===== src/verilog/cid_pkg.sv =====
// constants and carriers of the curtain indicator decoder
// assumes one 100 MHz system clock shared with the sensing logic
package cid_pkg;

  // ==========================================================
  // clock and blink timing
  localparam int unsigned CLK_HZ          = 100_000_000;
  localparam int unsigned BLINK_PERIOD_MS = 500;
  localparam int unsigned BLINK_HALF_CYC  = BLINK_PERIOD_MS * (CLK_HZ / 1000) / 2;
  localparam int unsigned BLINK_CNT_W     = 25;

  // ==========================================================
  // register map, byte addresses
  localparam int unsigned ADDR_W       = 8;
  localparam logic [7:0]  REG_CTRL     = 8'h00;
  localparam logic [7:0]  REG_STATUS   = 8'h04;
  localparam logic [7:0]  REG_INT_STAT = 8'h08;
  localparam logic [7:0]  REG_INT_MASK = 8'h0c;

  // control fields and reset values
  localparam int unsigned CTRL_ERR_EN_BIT = 0;
  localparam logic        CTRL_ERR_EN_RST = 1'b1;
  localparam logic [4:0]  INT_MASK_RST    = 5'h00;

  // interrupt event bits
  localparam int unsigned INT_W       = 5;
  localparam int unsigned INT_SSW_ON  = 0;
  localparam int unsigned INT_SSW_OFF = 1;
  localparam int unsigned INT_FAULT   = 2;
  localparam int unsigned INT_LOCKOUT = 3;
  localparam int unsigned INT_MARGIN  = 4;

  // segment positions inside the lamp vectors
  localparam int unsigned SEG_TOP = 3;
  localparam int unsigned SEG_UMD = 2;
  localparam int unsigned SEG_LMD = 1;
  localparam int unsigned SEG_BOT = 0;

  // light-margin thresholds in percent of the switch-on level
  localparam logic [7:0] PCT_REF    = 8'h64;
  localparam logic [7:0] PCT_STABLE = 8'h73;
  localparam logic [7:0] PCT_GREEN  = 8'h82;

  // ==========================================================
  // carriers
  typedef struct packed {
    logic [3:0]  seg_lit;
    logic        top_end;
    logic        bot_end;
    logic        ssw_on;
    logic        blocked;
    logic [15:0] intensity;
    logic [15:0] on_thresh;
    logic        fault;
    logic        fault_blink;
    logic        lockout;
    logic [7:0]  err_code;
    logic        pnp;
    logic        short_mode;
    logic        emit_halt;
    logic        blanking;
    logic        hc_conn;
    logic        interlock;
  } cid_sense_t;

  typedef struct packed {
    logic [3:0] seg_red;
    logic [3:0] seg_green;
    logic       out_red;
    logic       out_green;
    logic       mrg_green;
    logic       mrg_orange;
    logic       fault;
    logic       err_show;
    logic [7:0] err_code;
    logic       pnp;
    logic       npn;
    logic       level;
    logic       halt;
    logic       func;
    logic       ilock;
  } cid_lamp_t;

  typedef struct packed {
    logic [BLINK_CNT_W-1:0] blink_cnt;
    logic                   blink_ph;
    cid_lamp_t              lamps;
    logic                   err_en;
    logic [INT_W-1:0]       int_stat;
    logic [INT_W-1:0]       int_mask;
    logic [31:0]            rd_data;
    logic                   prev_ssw;
    logic                   prev_fault;
    logic                   prev_lock;
    logic                   prev_orange;
  } cid_state_t;

  localparam cid_state_t ST_RST = '{err_en: CTRL_ERR_EN_RST, int_mask: INT_MASK_RST,
                                    default: '0};

endpackage : cid_pkg


===== src/verilog/cid_decoder.sv =====
// front panel lamp decoder of a safety light curtain, with register port
// assumes all sense inputs come from logic on SYS_CLK, so no synchroniser
module cid_decoder
  import cid_pkg::*;
#(
  parameter int unsigned BLINK_HALF = BLINK_HALF_CYC
) (
  // clock, reset, enable
  input  wire logic              SYS_CLK,
  input  wire logic              RST_N,
  input  wire logic              CE,
  // sensing state
  input  wire cid_sense_t        SENSE,
  // register port
  input  wire logic [ADDR_W-1:0] ADDR,
  input  wire logic [31:0]       WR_DATA,
  input  wire logic              WR_EN,
  input  wire logic              RD_EN,
  output logic      [31:0]       RD_DATA,
  // panel lamps
  output cid_lamp_t              LAMPS,
  // interrupt
  output logic                   IRQ
);

  // ==========================================================
  // state
  cid_state_t s_reg;
  cid_state_t s_next;

  logic [31:0] lvl_now;
  logic [31:0] lvl_ref;
  logic [31:0] lvl_stable;
  logic [31:0] lvl_green;
  logic        orange_now;
  logic [INT_W-1:0] ev;
  logic [INT_W-1:0] clr;

  // ==========================================================
  // light margin, cross-multiplied so no divider is needed
  always_comb begin
    lvl_now    = 32'(SENSE.intensity) * 32'(PCT_REF);
    lvl_ref    = 32'(SENSE.on_thresh) * 32'(PCT_REF);
    lvl_stable = 32'(SENSE.on_thresh) * 32'(PCT_STABLE);
    lvl_green  = 32'(SENSE.on_thresh) * 32'(PCT_GREEN);
    orange_now = !SENSE.blocked && lvl_now >= lvl_ref && lvl_now < lvl_stable;
  end

  // ==========================================================
  // next state
  always_comb begin
    s_next = s_reg;
    ev     = '0;
    clr    = '0;
    if (CE) begin
      if (s_reg.blink_cnt == BLINK_CNT_W'(BLINK_HALF - 1)) begin
        s_next.blink_cnt = '0;
        s_next.blink_ph  = !s_reg.blink_ph;
      end else begin
        s_next.blink_cnt = s_reg.blink_cnt + 1'b1;
      end

      s_next.lamps.seg_red   = SENSE.seg_lit;
      s_next.lamps.seg_green = '0;
      if (SENSE.top_end) begin
        s_next.lamps.seg_red[SEG_TOP] = s_reg.blink_ph;
      end
      if (SENSE.bot_end) begin
        s_next.lamps.seg_red[SEG_BOT] = s_reg.blink_ph;
      end
      if (SENSE.ssw_on) begin
        s_next.lamps.seg_red   = '0;
        s_next.lamps.seg_green = '1;
      end

      s_next.lamps.out_green = SENSE.ssw_on;
      s_next.lamps.out_red   = !SENSE.ssw_on;

      s_next.lamps.mrg_green  = !SENSE.blocked && lvl_now >= lvl_green;
      s_next.lamps.mrg_orange = orange_now;

      s_next.lamps.fault = SENSE.fault && (!SENSE.fault_blink || s_reg.blink_ph);
      s_next.lamps.err_show = SENSE.lockout && s_reg.err_en;
      s_next.lamps.err_code = (SENSE.lockout && s_reg.err_en) ? SENSE.err_code : 8'h00;
      s_next.lamps.pnp = SENSE.pnp;
      s_next.lamps.npn = !SENSE.pnp;
      s_next.lamps.level = SENSE.short_mode && !SENSE.emit_halt;
      s_next.lamps.halt  = SENSE.emit_halt;
      // blink while controller attached, else steady on blanking
      s_next.lamps.func = SENSE.hc_conn ? s_reg.blink_ph : SENSE.blanking;
      s_next.lamps.ilock = SENSE.interlock;

      // events; a set in the clearing cycle survives
      ev[INT_SSW_ON]  = SENSE.ssw_on && !s_reg.prev_ssw;
      ev[INT_SSW_OFF] = !SENSE.ssw_on && s_reg.prev_ssw;
      ev[INT_FAULT]   = SENSE.fault && !s_reg.prev_fault;
      ev[INT_LOCKOUT] = SENSE.lockout && !s_reg.prev_lock;
      ev[INT_MARGIN]  = orange_now && !s_reg.prev_orange;
      s_next.prev_ssw    = SENSE.ssw_on;
      s_next.prev_fault  = SENSE.fault;
      s_next.prev_lock   = SENSE.lockout;
      s_next.prev_orange = orange_now;

      // register writes
      if (WR_EN) begin
        case (ADDR)
          REG_CTRL:     s_next.err_en = WR_DATA[CTRL_ERR_EN_BIT];
          REG_INT_STAT: clr = WR_DATA[INT_W-1:0];
          REG_INT_MASK: s_next.int_mask = WR_DATA[INT_W-1:0];
          default:      ;
        endcase
      end
      s_next.int_stat = (s_reg.int_stat & ~clr) | ev;

      // register reads, unmapped reads give zero
      s_next.rd_data = '0;
      if (RD_EN) begin
        case (ADDR)
          REG_CTRL:     s_next.rd_data = {31'h0, s_reg.err_en};
          REG_STATUS:   s_next.rd_data = 32'(s_reg.lamps);
          REG_INT_STAT: s_next.rd_data = 32'(s_reg.int_stat);
          REG_INT_MASK: s_next.rd_data = 32'(s_reg.int_mask);
          default:      s_next.rd_data = '0;
        endcase
      end
    end
  end

  always_ff @(posedge SYS_CLK) begin
    if (!RST_N) begin
      s_reg <= ST_RST;
    end else begin
      s_reg <= s_next;
    end
  end

  // ==========================================================
  // outputs
  assign LAMPS   = s_reg.lamps;
  assign RD_DATA = s_reg.rd_data;
  assign IRQ     = |(s_reg.int_stat & s_reg.int_mask);

  // ==========================================================
  // checks
  a_seg_green_on: assert property (@(posedge SYS_CLK) disable iff (!RST_N)
    CE && SENSE.ssw_on |=> LAMPS.seg_green == 4'hf)
    else $error("segment lamps not green while output on");

  a_green_wins: assert property (@(posedge SYS_CLK) disable iff (!RST_N)
    CE && SENSE.ssw_on && (SENSE.seg_lit != 4'h0) |=> LAMPS.seg_red == 4'h0)
    else $error("red segment shown while output on");

  a_seg_red_lit: assert property (@(posedge SYS_CLK) disable iff (!RST_N)
    CE && !SENSE.ssw_on && !SENSE.top_end && SENSE.seg_lit[SEG_TOP]
    |=> LAMPS.seg_red[SEG_TOP] && !LAMPS.seg_green[SEG_TOP])
    else $error("top segment not steady red");

  a_upper_mid: assert property (@(posedge SYS_CLK) disable iff (!RST_N)
    CE && !SENSE.ssw_on |=> LAMPS.seg_red[SEG_UMD] == $past(SENSE.seg_lit[SEG_UMD]))
    else $error("upper middle lamp wrong");

  a_end_blink: assert property (@(posedge SYS_CLK) disable iff (!RST_N)
    CE && !SENSE.ssw_on && SENSE.bot_end
    |=> LAMPS.seg_red[SEG_BOT] == $past(s_reg.blink_ph))
    else $error("bottom lamp not following blink");

  a_out_lamp: assert property (@(posedge SYS_CLK) disable iff (!RST_N)
    CE |=> LAMPS.out_green == $past(SENSE.ssw_on) && LAMPS.out_red != LAMPS.out_green)
    else $error("output lamp colour wrong");

  a_margin_green: assert property (@(posedge SYS_CLK) disable iff (!RST_N)
    CE && !SENSE.blocked && lvl_now >= lvl_green |=> LAMPS.mrg_green && !LAMPS.mrg_orange)
    else $error("margin lamp not green");

  a_margin_mid: assert property (@(posedge SYS_CLK) disable iff (!RST_N)
    CE && lvl_now >= lvl_stable && lvl_now < lvl_green
    |=> !LAMPS.mrg_green && !LAMPS.mrg_orange)
    else $error("margin lamp lit in stable band");

  a_margin_orange: assert property (@(posedge SYS_CLK) disable iff (!RST_N)
    CE && !SENSE.blocked && lvl_now >= lvl_ref && lvl_now < lvl_stable
    |=> LAMPS.mrg_orange && !LAMPS.mrg_green)
    else $error("margin lamp not orange");

  a_margin_block: assert property (@(posedge SYS_CLK) disable iff (!RST_N)
    CE && SENSE.blocked |=> !LAMPS.mrg_green && !LAMPS.mrg_orange)
    else $error("margin lamp lit while blocked");

  a_fault_lamp: assert property (@(posedge SYS_CLK) disable iff (!RST_N)
    CE && SENSE.fault && !SENSE.fault_blink |=> LAMPS.fault)
    else $error("fault lamp dark on fault");

  a_err_show: assert property (@(posedge SYS_CLK) disable iff (!RST_N)
    CE && SENSE.lockout && s_reg.err_en
    |=> LAMPS.err_show && LAMPS.err_code == $past(SENSE.err_code))
    else $error("error code not shown in lockout");

  a_polarity_one: assert property (@(posedge SYS_CLK) disable iff (!RST_N)
    CE |=> LAMPS.pnp == $past(SENSE.pnp) && LAMPS.npn == !LAMPS.pnp)
    else $error("polarity lamps wrong");

  a_level_lamp: assert property (@(posedge SYS_CLK) disable iff (!RST_N)
    CE && !SENSE.short_mode |=> !LAMPS.level)
    else $error("level lamp lit in normal mode");

  a_halt_lamp: assert property (@(posedge SYS_CLK) disable iff (!RST_N)
    CE |=> LAMPS.halt == $past(SENSE.emit_halt))
    else $error("halt lamp wrong");

  a_func_lamp: assert property (@(posedge SYS_CLK) disable iff (!RST_N)
    CE && !SENSE.hc_conn |=> LAMPS.func == $past(SENSE.blanking))
    else $error("function lamp not steady on blanking");

  a_ilock_lamp: assert property (@(posedge SYS_CLK) disable iff (!RST_N)
    CE ##1 CE |=> LAMPS.ilock == $past(SENSE.interlock))
    else $error("interlock lamp wrong");

  a_blink_half: assert property (@(posedge SYS_CLK) disable iff (!RST_N)
    $changed(s_reg.blink_ph) |-> $past(s_reg.blink_cnt) == BLINK_CNT_W'(BLINK_HALF - 1))
    else $error("blink phase changed off schedule");

  a_irq_level: assert property (@(posedge SYS_CLK) disable iff (!RST_N)
    CE && !WR_EN && ev[INT_LOCKOUT] && s_reg.int_mask[INT_LOCKOUT] |=> IRQ)
    else $error("unmasked event raised no interrupt");

  // ==========================================================
  // further lamp checks
  a_seg_red_bot: assert property (@(posedge SYS_CLK) disable iff (!RST_N)
    CE && !SENSE.ssw_on && !SENSE.bot_end && SENSE.seg_lit[SEG_BOT]
    |=> LAMPS.seg_red[SEG_BOT] && !LAMPS.seg_green[SEG_BOT])
    else $error("bottom segment not steady red");

  a_lower_mid: assert property (@(posedge SYS_CLK) disable iff (!RST_N)
    CE && !SENSE.ssw_on |=> LAMPS.seg_red[SEG_LMD] == $past(SENSE.seg_lit[SEG_LMD]))
    else $error("lower middle lamp wrong");

  a_top_blink: assert property (@(posedge SYS_CLK) disable iff (!RST_N)
    CE && !SENSE.ssw_on && SENSE.top_end
    |=> LAMPS.seg_red[SEG_TOP] == $past(s_reg.blink_ph))
    else $error("top lamp not following blink");

  a_no_green_off: assert property (@(posedge SYS_CLK) disable iff (!RST_N)
    CE && !SENSE.ssw_on |=> LAMPS.seg_green == 4'h0)
    else $error("segment lamp green while output off");

  a_green_all: assert property (@(posedge SYS_CLK) disable iff (!RST_N)
    CE && SENSE.ssw_on && (SENSE.top_end || SENSE.bot_end)
    |=> LAMPS.seg_red == 4'h0 && LAMPS.seg_green == 4'hf)
    else $error("end blink shown while output on");

  a_red_when_off: assert property (@(posedge SYS_CLK) disable iff (!RST_N)
    CE && !SENSE.ssw_on |=> LAMPS.out_red && !LAMPS.out_green)
    else $error("output lamp not red while off");

  a_margin_low: assert property (@(posedge SYS_CLK) disable iff (!RST_N)
    CE && lvl_now < lvl_ref |=> !LAMPS.mrg_green && !LAMPS.mrg_orange)
    else $error("margin lamp lit below switch-on level");

  a_margin_excl: assert property (@(posedge SYS_CLK) disable iff (!RST_N)
    CE |=> !(LAMPS.mrg_green && LAMPS.mrg_orange))
    else $error("margin lamp both colours");

  a_fault_dark: assert property (@(posedge SYS_CLK) disable iff (!RST_N)
    CE && !SENSE.fault |=> !LAMPS.fault)
    else $error("fault lamp lit without fault");

  a_fault_blink: assert property (@(posedge SYS_CLK) disable iff (!RST_N)
    CE && SENSE.fault && SENSE.fault_blink
    |=> LAMPS.fault == $past(s_reg.blink_ph))
    else $error("fault lamp not following blink");

  a_err_hidden: assert property (@(posedge SYS_CLK) disable iff (!RST_N)
    CE && !SENSE.lockout |=> !LAMPS.err_show && LAMPS.err_code == 8'h00)
    else $error("error code shown outside lockout");

  a_polarity_excl: assert property (@(posedge SYS_CLK) disable iff (!RST_N)
    CE |=> LAMPS.pnp != LAMPS.npn)
    else $error("polarity lamps not exclusive");

  a_level_on: assert property (@(posedge SYS_CLK) disable iff (!RST_N)
    CE && SENSE.short_mode && !SENSE.emit_halt |=> LAMPS.level)
    else $error("level lamp dark in short mode");

  a_func_blink: assert property (@(posedge SYS_CLK) disable iff (!RST_N)
    CE && SENSE.hc_conn |=> LAMPS.func == $past(s_reg.blink_ph))
    else $error("function lamp not blinking");

  a_ilock_dark: assert property (@(posedge SYS_CLK) disable iff (!RST_N)
    CE && !SENSE.interlock |=> !LAMPS.ilock)
    else $error("interlock lamp lit when not interlocked");

  // ==========================================================
  // register, interrupt, enable and reset checks
  a_w1c_clear: assert property (@(posedge SYS_CLK) disable iff (!RST_N)
    CE && WR_EN && ADDR == REG_INT_STAT && ev == 5'h00
    |=> (s_reg.int_stat & $past(WR_DATA[INT_W-1:0])) == 5'h00)
    else $error("status bit not cleared by write of one");

  a_stat_hold: assert property (@(posedge SYS_CLK) disable iff (!RST_N)
    CE && !WR_EN
    |=> (s_reg.int_stat & $past(s_reg.int_stat)) == $past(s_reg.int_stat))
    else $error("status bit dropped without write");

  a_set_wins: assert property (@(posedge SYS_CLK) disable iff (!RST_N)
    CE |=> (s_reg.int_stat & $past(ev)) == $past(ev))
    else $error("event lost in status register");

  a_mask_write: assert property (@(posedge SYS_CLK) disable iff (!RST_N)
    CE && WR_EN && ADDR == REG_INT_MASK
    |=> s_reg.int_mask == $past(WR_DATA[INT_W-1:0]))
    else $error("mask write not taken");

  a_ctrl_write: assert property (@(posedge SYS_CLK) disable iff (!RST_N)
    CE && WR_EN && ADDR == REG_CTRL
    |=> s_reg.err_en == $past(WR_DATA[CTRL_ERR_EN_BIT]))
    else $error("control write not taken");

  a_rd_stat: assert property (@(posedge SYS_CLK) disable iff (!RST_N)
    CE && RD_EN && ADDR == REG_INT_STAT
    |=> RD_DATA == 32'($past(s_reg.int_stat)))
    else $error("status read wrong");

  a_rd_status: assert property (@(posedge SYS_CLK) disable iff (!RST_N)
    CE && RD_EN && ADDR == REG_STATUS
    |=> RD_DATA == 32'($past(s_reg.lamps)))
    else $error("lamp status read wrong");

  a_rd_unmapped: assert property (@(posedge SYS_CLK) disable iff (!RST_N)
    CE && RD_EN && ADDR > REG_INT_MASK |=> RD_DATA == 32'h0)
    else $error("unmapped read not zero");

  a_rd_idle: assert property (@(posedge SYS_CLK) disable iff (!RST_N)
    CE && !RD_EN |=> RD_DATA == 32'h0)
    else $error("read data stands past its cycle");

  a_irq_fall: assert property (@(posedge SYS_CLK) disable iff (!RST_N)
    CE && WR_EN && ADDR == REG_INT_STAT && WR_DATA[INT_W-1:0] == 5'h1f && ev == 5'h00
    |=> !IRQ)
    else $error("interrupt stays after full clear");

  a_freeze_ce: assert property (@(posedge SYS_CLK) disable iff (!RST_N)
    !CE |=> $stable(s_reg))
    else $error("state moved while enable low");

  a_reset_state: assert property (@(posedge SYS_CLK)
    !RST_N |=> LAMPS == cid_lamp_t'(0) && RD_DATA == 32'h0 && !IRQ)
    else $error("outputs not cleared by reset");

endmodule : cid_decoder


===== config.mk =====
export PLATFORM = sky130hd
export DESIGN_NAME = cid_decoder
export DESIGN_NICKNAME = d
export VERILOG_FILES = /design/src/verilog/cid_pkg.sv /design/src/verilog/cid_decoder.sv
export SDC_FILE = /design/constraint.sdc
export NUM_CORES = 1
export LEC_CHECK = 0
export ABC_AREA = 1
export BUFFER_PORTS_ARGS = -buffer_cell sky130_fd_sc_hd__buf_2
export CAP_MARGIN = 20
export CORE_MARGIN = 4
export CORE_UTILIZATION = 40
export CTS_BUF_LIST = sky130_fd_sc_hd__clkbuf_8
export DETAILED_ROUTE_END_ITERATION = 8
export PLACE_DENSITY_LB_ADDON = 0.25
export SLEW_MARGIN = 15
export SYNTH_ARGS = -nofsm -noshare
export SYNTH_HDL_FRONTEND = slang
export SYNTH_SLANG_ARGS = --single-unit

===== constraint.sdc =====
create_clock -name SYS_CLK -period 9.3 [get_ports SYS_CLK]
set_clock_uncertainty 0.05 [all_clocks]
set_input_delay 0 -clock SYS_CLK [delete_from_list [all_inputs] [get_ports SYS_CLK]]
set_output_delay 0 -clock SYS_CLK [all_outputs]
set_load 0.05 [all_outputs]

Yosys cells after proc, flatten, opt, wreduce, memory -nomap -nowiden
Index checks and enable logic that the tools add are counted.

Output and inout port bits: 61. Logic and storage cells: 77. Bits of input ports: 102. Bits in registers: 99.

Mux-type cells: 11. Equal/unequal tests: 4. Bitwise gates (word level): 4. Order comparisons: 3. Multiply operators: 4. Add/subtract/negate cells: 1. Reduce and logical (&&, ||, !) cells: 27.

Operators by type and width (count): one-hot mux 28 bit (4 select lines) (1); multiplier 16 x 7 -> 23 bit (second input constant) (2); multiplier 16 x 5 -> 21 bit (second input constant) (2); two-way mux 28 bit (1); adder 25 x 1 -> 25 bit (second input constant) (1); equality test 25 bit (second input constant) (1); two-way mux 25 bit (1); >= comparator 23 x 24 -> 1 bit (1); >= comparator 23 bit (1); < comparator 23 bit (1); equality test 8 x 4 -> 1 bit (second input constant) (2); two-way mux 8 bit (2); two-way mux 5 bit (3); logical AND 1 bit (11); bitwise AND 5 bit (2); zero test 1 bit (10); equality test 8 x 3 -> 1 bit (second input constant) (1); zero test 8 bit (1); AND reduction 3 bit (2); inverter 5 bit (1); OR 5 bit (1); OR reduction 5 bit (1); two-way mux 1 bit (3); AND reduction 2 bit (1); logical OR 1 bit (1).

Logic depth before layout (Yosys ltp)
Gate-level depths: netlist of run 1.

Depth in word-level cells: 7. Mapped depth: 29. Mapped depth without buffers: 29.

Worst setup path before layout of run 1
Ideal clock, no wire load.

Path kind: input -> register. From: input port SENSE[18] in the netlist's numbering. To: register s_reg[45] in the netlist's numbering. Data arrival time: 4.076 ns. Setup slack: 5.103 ns. Path buffers: 0. Library setup time: 0.070 ns. Stages: 24. Required time: 9.180 ns. Path through: inv_1 fa_1 inv_1 fa_1 ha_1 inv_1 fa_1 inv_1 ha_1 a21oi_1 a21boi_0 o21ai_0 nand2_1 nand2_1 xnor2_1 ha_1 a21o_1 nor2_1 nand2_1 nand2_1 nand2_1 nor2_1 nand3_1 a21oi_1.

Cells in the longest elaborated chain, start to end: 6. Elaborated cells on any way between the ends: 8. Classes of those cells: mul: 2; order compare: 2; bitwise: 1; reduce/logical: 3.

RTL lines: start: declaration (line cid_decoder.sv:13) `input wire cid_sense_t SENSE,`; multiplier 16 x 5 -> 21 bit (line cid_decoder.sv:43) `lvl_ref = 32'(SENSE.on_thresh) * 32'(PCT_REF);`; >= comparator 23 bit (line cid_decoder.sv:46) `orange_now = !SENSE.blocked && lvl_now >= lvl_ref && lvl_now < lvl_stable;`; logical AND 1 bit (line cid_decoder.sv:46); logical AND 1 bit * (line cid_decoder.sv:46); logical AND 1 bit * (line cid_decoder.sv:98) `ev[INT_MARGIN] = orange_now && !s_reg.prev_orange;`; OR 5 bit * (line cid_decoder.sv:113) `s_next.int_stat = (s_reg.int_stat & ~clr) | ev;`; end signal: assignment (line cid_decoder.sv:133) `s_reg <= s_next;`; end: declaration (line cid_decoder.sv:28) `cid_state_t s_reg;`.

Mark *: on every way between the ends. The rest lies on a longest branch, timed or not. A chain may end at the register's enable or synchronous reset.

Worst setup path in the final report of run 1
From: input port SENSE[26] in the netlist's numbering. To: register s_reg[45] in the netlist's numbering.

The elaborated chain is that of the path after synthesis.

==> results of run 1 <==
[path summary, 6_finish.rpt]
check                  from        end  slack, ns  cells after the start
setup / recovery  SENSE[26]  s_reg[45]       4.47                     27
hold / removal     SENSE[1]   LAMPS[1]       0.01                      5
setup reg to reg  s_reg[76]  s_reg[88]       7.01                     10
hold reg to reg    s_reg[2]   s_reg[2]       0.41                      2
[layout by cell type (no fill, tap or decap), types with 6 or more instances in the layout]
cell type / count
nor3_1: 21
nand2_1: 356
ha_1: 235
nand4_1: 22
inv_6: 6
xor2_1: 38
dfxtp_1: 87
dlygate4sd3_1: 41
nand3_1: 100
clkbuf_8: 9
buf_2: 131
o21ai_0: 59
a21oi_1: 139
inv_1: 291
nand3b_1: 7
nor2_1: 122
xnor2_1: 23
fa_1: 60
a31oi_1: 8
a21o_1: 11
[synth_stat cells (all sizes together) (5+ instances only)]
library cell / instances
fa: 60
nand4: 22
o21ai: 59
a211oi: 5
a21o: 11
dfxtp: 87
a21boi: 5
a31oi: 8
nand2: 356
inv: 293
nor3: 24
nor2: 123
a21oi: 140
xnor2: 23
nand3: 100
buf: 66
nand3b: 7
ha: 235
clkbuf: 16
xor2: 38
[metal layers]
layer	part of all wire [%]	up-vias	global-route usage (%)
met5	0	-	0
met4	1.2	0	2.702
met3	3.2	29	1.814
met2	46	153	31.53
met1	49	5006	26.30
li1	-	5675	-
[cells by family after synthesis]
group | Yosys count | synth area share, %
xor+xnor | 61 | 4.407
compound gates | 243 | 10.91
buf+inv | 376 | 13.68
flops | 87 | 14.37
simple gates | 643 | 22.44
fa+ha+maj | 295 | 34.17
other cells | 1 | 0.03094
[final cells by class]
class,instances,area [um^2],area share [%]
Inverter,294,1104,8.265
Clock buffer,9,123.9,0.9277
Tap cell,390,488.0,3.655
Timing Repair Buffer,175,1101,8.247
Clock inverter,7,60.06,0.4498
Sequential cell,87,1742,13.04
Multi-Input combinational cell,1246,8733,65.41
[through the flow]
stage	hold slack [ns]	util (%)	area, um^2
5_1_grt	0.05129	44.81	13350
3_5_place_dp	0.1790	42.75	12740
4_1_cts	0.003329	44.74	13330
2_1_floorplan	0.08491	-	12130
3_3_place_gp	0.1747	42.75	12740
6_report	0.01465	44.81	13350
[repair_timing]
item	CTS	global route
setup endpoints to repair	0	0
hold endpoints to repair	35	0
hold buffers	41	0
[worst max-delay path, cell delays in order]
cell     delay [ns]
buf_2          0.25
inv_1          0.32
fa_1           0.61
inv_1          0.05
fa_1           0.45
ha_1           0.28
inv_1          0.05
fa_1           0.51
inv_1          0.05
ha_1           0.36
nand2_1        0.09
inv_1          0.07
nand2_1        0.07
nor3_1         0.28
nand4_1        0.14
nand3_1        0.17
xnor2_1        0.16
ha_1           0.27
nand2_1        0.06
a21oi_1        0.05
nor2_1         0.10
nand2_1        0.06
inv_1          0.07
nand2_1        0.05
nor2_1         0.26
nand3_1        0.12
a21oi_1        0.13
[power by group through the flow]
| stage | sequential, mW | combinational (mW) | clock [mW] |
|---|---|---|---|
| floorplan | 0.396 | 1.49 | 0 |
| global placement | 0.398 | 1.90 | 0 |
| detailed placement | 0.398 | 1.94 | 0 |
| CTS | 0.390 | 1.97 | 0.265 |
| global route | 0.391 | 2.29 | 0.279 |
| finish | 0.390 | 1.96 | 0.257 |
==> run metrics, run 1 <==
Net Sw Power=1.381 mW; largest net degree at the start of global routing=60; Gates resized, CTS repair=0; mapped cell area=roughly 0.012 mm^2; fin crit period=slightly below 5 ns; Post-synth EDFFs=0; vias per cell=a little under 5; Longest Clk Path Bufs=2; CTS tree=built; Max Fclk=a little over 0.2 GHz; Overall Global Routing Usage=a little under a fifth; setup TNS after final layout=0 ns; part of the cycle the worst path needs=between 50% and 60%; Avg Cell Area, Syn=around 7 um^2; cts bufs inserted=9; final hold viol count=0; core footprint=0.02980 mm^2; TritonRoute pass-1 iters=6; critical path class=primary input to register; H-tree levels=3; GP Congestion=slightly above 0.9; post-DP HPWL=between 20000 and 30000 um; Nets=2210; Worst Setup End Kind=register; DRC Markers=0; crit path launch type=primary input; Chip Height=approximately 180 um; root buf cell=clkbuf_8; Synthesis Warnings=0; worst min-delay path class=primary input to register; Max FO, Critical Path=6; vias in the first global route=10683; Clock Latency Late Sink=0.37 ns; via count=10863; Post-Route WL=between 30000 and 40000 um; Async SR Flop Fraction=0%; fraction of layout cells with a size suffix above 1=under 10%; Place WS=4.003 ns; GR Overflow Total=0; top post-synthesis cells by area=ha_1 (24%), dfxtp_1 (14%), nand2_1 (11%); final non-filler cell total=2208; area leader, netlist=ha_1; combinational share of power=between 70% and 80%; Starting Density=40.68%; Filler Cell Count=around 3100; Top FF cell, synth=dfxtp_1; # port buffers=about 130; endpoints failing setup=0; die area=about 0.033 mm^2; Syn-to-layout area delta=10.15%; Cell Rows=between 60 and 70; ant diodes=0; RSZ-0062 raised after global routing=no; max FFs per register=40; Cell Int Power=about 1.2 mW; final worst slack=approximately 4.5 ns; Seq pwr share=between 10% and 20%; fin. max-slew vios=0; library cells used by synthesis=43; switch share=around 53%; Cell Count Post-Placement=2150; DR WL/cell=around 14 um; Reg clk slew, reported paths=~0.10 ns; Pleak=7.139 nW; area share of the leading cell type in the synthesized netlist=between 20% and 30%; Pwr Total=about 2.6 mW; Slew @ Worst Pin=between 0.7 and 0.8 ns; cell count after synthesis=approximately 1700; Slew headroom=around half; CP required=around 9.6 ns; Post-CTS Setup Inserts=0; Pwr Density=slightly below 200 mW/mm^2; outcome=complete, no violations; Yosys reg bits=87; initial drt markers=a little over 500; Final ANT Viol Nets=0; Clk pwr share=a little under 10%; maximum VDD drop=between 0.1 and 0.15 mV; worst path arrival time=5.09 ns; post-synthesis sequential area ratio=14.37%; first-pass GRT wire length=51450 um; number of clock sinks=between 80 and 90; maxcap violations=0; initial antenna violation count=0; num ports=around 160; Die Width=between 150 and 200 um
Note: power is estimated with default switching activity, not from simulation.
==> run 2: changes to the inputs <==
Clock period 9.3 ns to 4.6 ns, I/O delays scaled along.
==> run 2 against run 1 <==
  * Register-to-register slack lost 4.7 ns
  * Via count is 3.5% higher
  * Global-route usage is 0.70 points higher
  * Critical path type unchanged
==> run metrics, run 2 (synthesis gave the netlist of run 1 again) <==
Syn-to-layout area delta=15.43%; Cell Rows=63; Slew @ Worst Pin=approximately 1.1 ns; slowest stage delay, CP=0.50 ns; die area=between 0.03 and 0.04 mm^2; maximum VDD drop=0.3575 mV; Reg clk slew, reported paths=0.08 ns; Clk pwr share=8.8%; Post-DP Area=~0.013 mm^2; core footprint=0.02980 mm^2; Max FO, Critical Path=4; CP required=approximately 4.9 ns; initial antenna violation count=0; number of clock sinks=a little under 90; Slew headroom=28.39%; switch share=50.62%; fin crit period=around 4.3 ns; DR WL/cell=around 14 um; worst path arrival time=between 4 and 5 ns; # port buffers=approximately 130; ant diodes=0; vias in the first global route=between 10000 and 15000; initial drt markers=roughly 600; Pwr Total=roughly 5.9 mW; maxcap violations=0; CP bufs+invs=6; post-DP HPWL=26920 um; max FFs per register=40; Post-Route WL=32030 um; largest net degree at the start of global routing=60; Multi-input gate area=between 0.008 and 0.009 mm^2; first-pass GRT wire length=approximately 54000 um; endpoints failing setup=0; via count=approximately 11000; Net Sw Power=between 2 and 3 mW; Worst path slowest cell=fa_1; Pleak=approximately 7.5 nW; Longest Clk Path Bufs=2; CP delay by family, top=adder cells; Clock Latency Late Sink=between 0.3 and 0.4 ns; crit-path most repeated cell=nand2_1; TritonRoute pass-1 iters=5; GP Congestion=approximately 0.89; H-tree levels=3; worst min-delay path class=primary input to register; final hold viol count=0; Nets=2278; Worst Setup End Kind=register; fin area=approximately 0.014 mm^2; Filler Cell Count=approximately 3100; final non-filler cell total=roughly 2300; GR Overflow Total=0; final worst slack=0.3092 ns; Cell Count Post-Placement=~2200; part of the cycle the worst path needs=93.28%; Seq pwr share=between 10% and 20%; DRC Markers=0; most common cell after layout, fill and taps aside=nand2_1; combinational share of power=between 70% and 80%; Die Width=around 180 um; fraction of layout cells with a size suffix above 1=between 10% and 20%; CTS tree=built; cts bufs inserted=9; Final ANT Viol Nets=0; Chip Height=182.1 um; fin. max-slew vios=0; num ports=approximately 160; critical path class=primary input to register; Cell Int Power=2.910 mW; Overall Global Routing Usage=19.29%; Place WS=-0.3097 ns; crit path launch type=primary input; register area=between 0.0015 and 0.002 mm^2; commonest non-fill, non-tap cells in the layout=nand2_1 (354), inv_1 (289), ha_1 (232); vias per cell=between 4 and 5; Starting Density=a little over 40%; outcome=complete, no violations; root buf cell=clkbuf_8; Pwr Density=between 400 and 500 mW/mm^2; Max Fclk=~0.23 GHz
==> run 2: cell types whose count changed in the layout (fill, tap and decap cells not counted), moves of 5 or more <==
cell / before / now
o21ai_0: 59 / 54
a21oi_2: 1 / 8
nor2_2: 1 / 8
buf_4: 2 / 67
nor2_1: 122 / 114
inv_6: 6 / 1
a21oi_1: 139 / 132
==> run 2: stage by stage <==
| step | util, % | setup TNS, ns | hold WS [ns] |
|---|---|---|---|
| finish | 46.96 | 0 | 0.06023 |
| global route | 46.96 | -0.002369 | 0.07818 |
| CTS | 46.48 | 0 | 0.05382 |
| detailed placement | 44.36 | -0.6103 | 0.1818 |
| global placement | 44.36 | -0.4664 | 0.1763 |
| floorplan | - | 0 | 0.08491 |
==> run 2: area by class of cell <==
| class | instances | share of cell area [%] |
|---|---|---|
| Clock inverter | 5 | 0.2861 |
| Inverter | 294 | 7.914 |
| Timing Repair Buffer | 243 | 11.51 |
| Clock buffer | 11 | 1.082 |
| Tap cell | 390 | 3.487 |
| Multi-Input combinational cell | 1246 | 63.27 |
| Sequential cell | 87 | 12.45 |
==> run 2: metal layers <==
metal / track usage [%] / vias to the layer above / part of all wire (%)
li1: - / 5808 / -
met1: 26.94 / 5194 / 49
met2: 32.66 / 223 / 47
met3: 2.332 / 23 / 3.8
met4: 3.062 / 0 / 0.87
met5: 0 / - / 0
==> run 2: worst min-delay path, cell delays in order <==
cell,delay (ns)
buf_2,0.11
nor3_2,0.08
nand3_1,0.07
nand3_1,0.07
nand2_1,0.06
a21oi_1,0.05
==> run 2: power groups by stage <==
stage	Clock (mW)	Sequential [mW]	Combinational [mW]
after floorplan	0	0.800	3.01
after global placement	0	0.805	4.27
after detailed placement	0	0.806	4.33
after CTS	0.531	0.788	4.39
after global routing	0.562	0.791	5.28
final	0.520	0.788	4.59
==> run 2: final timing paths <==
kind	from	slack, ns	cells after the start	end
setup / recovery	SENSE[21]	0.31	27	s_reg[45]
hold / removal	ADDR[2]	0.06	6	RD_DATA[2]
setup reg to reg	s_reg[76]	2.32	10	s_reg[95]
hold reg to reg	s_reg[1]	0.41	2	s_reg[1]
==> run 2: repair_timing <==
item                                   in CTS  in global routing
buffers inserted                            0                  2
endpoints found under the hold margin      36                  0
setup endpoints to repair                   0                  2
gates resized for setup                     0                 38
hold buffers                               44                  0
==> run 3: changes to the inputs <==
Settings changed: BUFFER_PORTS_ARGS -buffer_cell sky130_fd_sc_hd__buf_2 to unset, DONT_BUFFER_PORTS set to 1.
==> run 3 against run 2 <==
  * Die area stayed put
  * First-iteration DRC count is 12% lower
  * Via count is 4.4% lower
  * Count of clock-buffer cells in the layout is 2 lower
  * Critical path type unchanged
  * Critical endpoint unchanged
==> run metrics, run 3 (synthesis gave the netlist of run 1 again) <==
outcome=complete, no violations; critical path class=primary input to register; worst r2r src=s_reg[76]; root buf cell=clkbuf_8; combinational share of power=between 70 and 80%; maximum VDD drop=between 0.2 and 0.25 mV; FF-to-FF path depth=10; Hold Path End=s_reg[81]; Place WS=-0.05059 ns; Worst Setup SP=SENSE[26]; first-pass GRT wire length=roughly 54000 um; final non-filler cell total=around 2100; r2r setup slk=2.34 ns; final worst slack=between 0.3 and 0.4 ns; worst r2r dst=s_reg[83]; via count=~11000; Overall Global Routing Usage=19.52%; DRC Markers=0; Cell Count Post-Placement=around 2000; crit path launch type=primary input; worst path arrival time=about 4.5 ns; initial drt markers=between 500 and 600; RSZ-0062 raised after global routing=no; Worst Setup End Kind=register; final core utilization=about 44%; Pleak=between 6 and 7 nW; CTS tree=built; GP Congestion=roughly 0.93; Max Fclk=between 0.2 and 0.25 GHz; Slew @ Worst Pin=slightly above 1 ns; Slew headroom=a little under a third; Post-CTS Setup Inserts=0; Chip Height=about 180 um; vias in the first global route=10665; Worst path slowest cell=fa_1; num ports=about 160; Post-Route WL=around 33000 um; fraction of layout cells with a size suffix above 1=3.430%; Reg clk slew, reported paths=approximately 0.090 ns; Filler Cell Count=about 3100; GR Overflow Total=0; # port buffers=0; DR WL/cell=between 15 and 20 um; switch share=51.78%; setup TNS after final layout=0 ns; crit-path most repeated cell=inv_1; worst hold start=RST_N; initial antenna violation count=0; Nets=roughly 2100; Seq pwr share=15.1%; Cell Int Power=2.651 mW; core footprint=slightly below 0.03 mm^2; Hold Slack=between 0.02 and 0.025 ns; fin. max-slew vios=0; Syn-to-layout area delta=7.029%; H-tree levels=3; Net Sw Power=roughly 2.8 mW; max FFs per register=40; ant diodes=0; Hold Crit Depth=2; Starting Density=roughly 41%; maxcap violations=0; Max FO, Critical Path=6; Final ANT Viol Nets=0; post-DP HPWL=between 20000 and 30000 um; vias per cell=approximately 5.1; Clock Latency Late Sink=0.37 ns; number of clock sinks=a little under 90; part of the cycle the worst path needs=a little over 90%; cts bufs inserted=9; Die Width=around 180 um; worst min-delay path class=primary input to register; TritonRoute pass-1 iters=5; Clk pwr share=approximately a tenth; most common cell after layout, fill and taps aside=nand2_1; largest net degree at the start of global routing=60; fin crit period=approximately 4.2 ns; Pwr Density=~420 mW/mm^2; slowest stage delay, CP=slightly below 0.5 ns; Cell Rows=63; die area=roughly 0.033 mm^2; final hold viol count=0; endpoints failing setup=0; commonest non-fill, non-tap cells in the layout=nand2_1 (356), inv_1 (291), ha_1 (235); Longest Clk Path Bufs=2; CP required=4.84 ns
==> run 3: changes by cell type in the layout (fill, tap and decap cells not counted), moves of 4 or more <==
cell	previous run	this run
a21oi_1	132	139
a21oi_2	8	1
buf_2	131	0
buf_4	67	30
nor2_1	114	122
nor2_2	8	1
o21ai_0	54	58
==> run 3: repair_timing <==
item	4_1_cts	5_1_grt
hold buffers	47	0
resized for setup	0	4
hold endpoints to repair	64	0
endpoints found under the setup margin	0	2
==> run 3: layer usage <==
metal,wire (um),track usage [%],share of wire (%)
met4,458,3.422,1.4
met1,15510,27.03,48
met3,1594,2.791,4.9
met5,0,0,0
met2,14950,32.87,46
==> run 3: critical path, delay by kind of cell <==
kind	cells	cell delay [ns]
adder cells (fa/ha/maj)	6	2.31
XOR/XNOR	1	0.18
AND/OR/NAND/NOR	12	1.35
buffers and inverters	6	0.51
AO/OA/AOI/OAI	1	0.12
==> run 3: metrics by stage <==
| stage | power, mW | area, um^2 |
|---|---|---|
| finish | 5.498 | 12970 |
| global route | 6.207 | 12970 |
| CTS | 5.512 | 12970 |
| detailed placement | 4.886 | 12290 |
| global placement | 4.820 | 12290 |
| floorplan | 3.812 | 12130 |
==> run 3: cell type report <==
class	count	area, um^2	share of cell area [%]
multi-input combinational	1246	8738	67.35
sequential	87	1744	13.44
inverter	294	1104	8.506
timing repair buffer	77	695.7	5.362
tap	390	488.0	3.761
clock buffer	9	123.9	0.9548
clock inverter	7	80.08	0.6172
==> run 3: worst max-delay path by stage <==
stage,cells past startpoint,end
after detailed placement,26,s_reg[45]
after global routing,26,s_reg[45]
after CTS,26,s_reg[45]
after floorplan,24,s_reg[45]
final,26,s_reg[45]
after global placement,26,s_reg[45]
==> run 3: power groups by stage <==
stage / combinational (mW) / clock [mW] / sequential, mW
floorplan: 3.01 / 0 / 0.800
global placement: 3.97 / 0 / 0.848
detailed placement: 4.04 / 0 / 0.848
CTS: 4.11 / 0.574 / 0.830
global route: 4.77 / 0.605 / 0.832
finish: 4.11 / 0.561 / 0.830
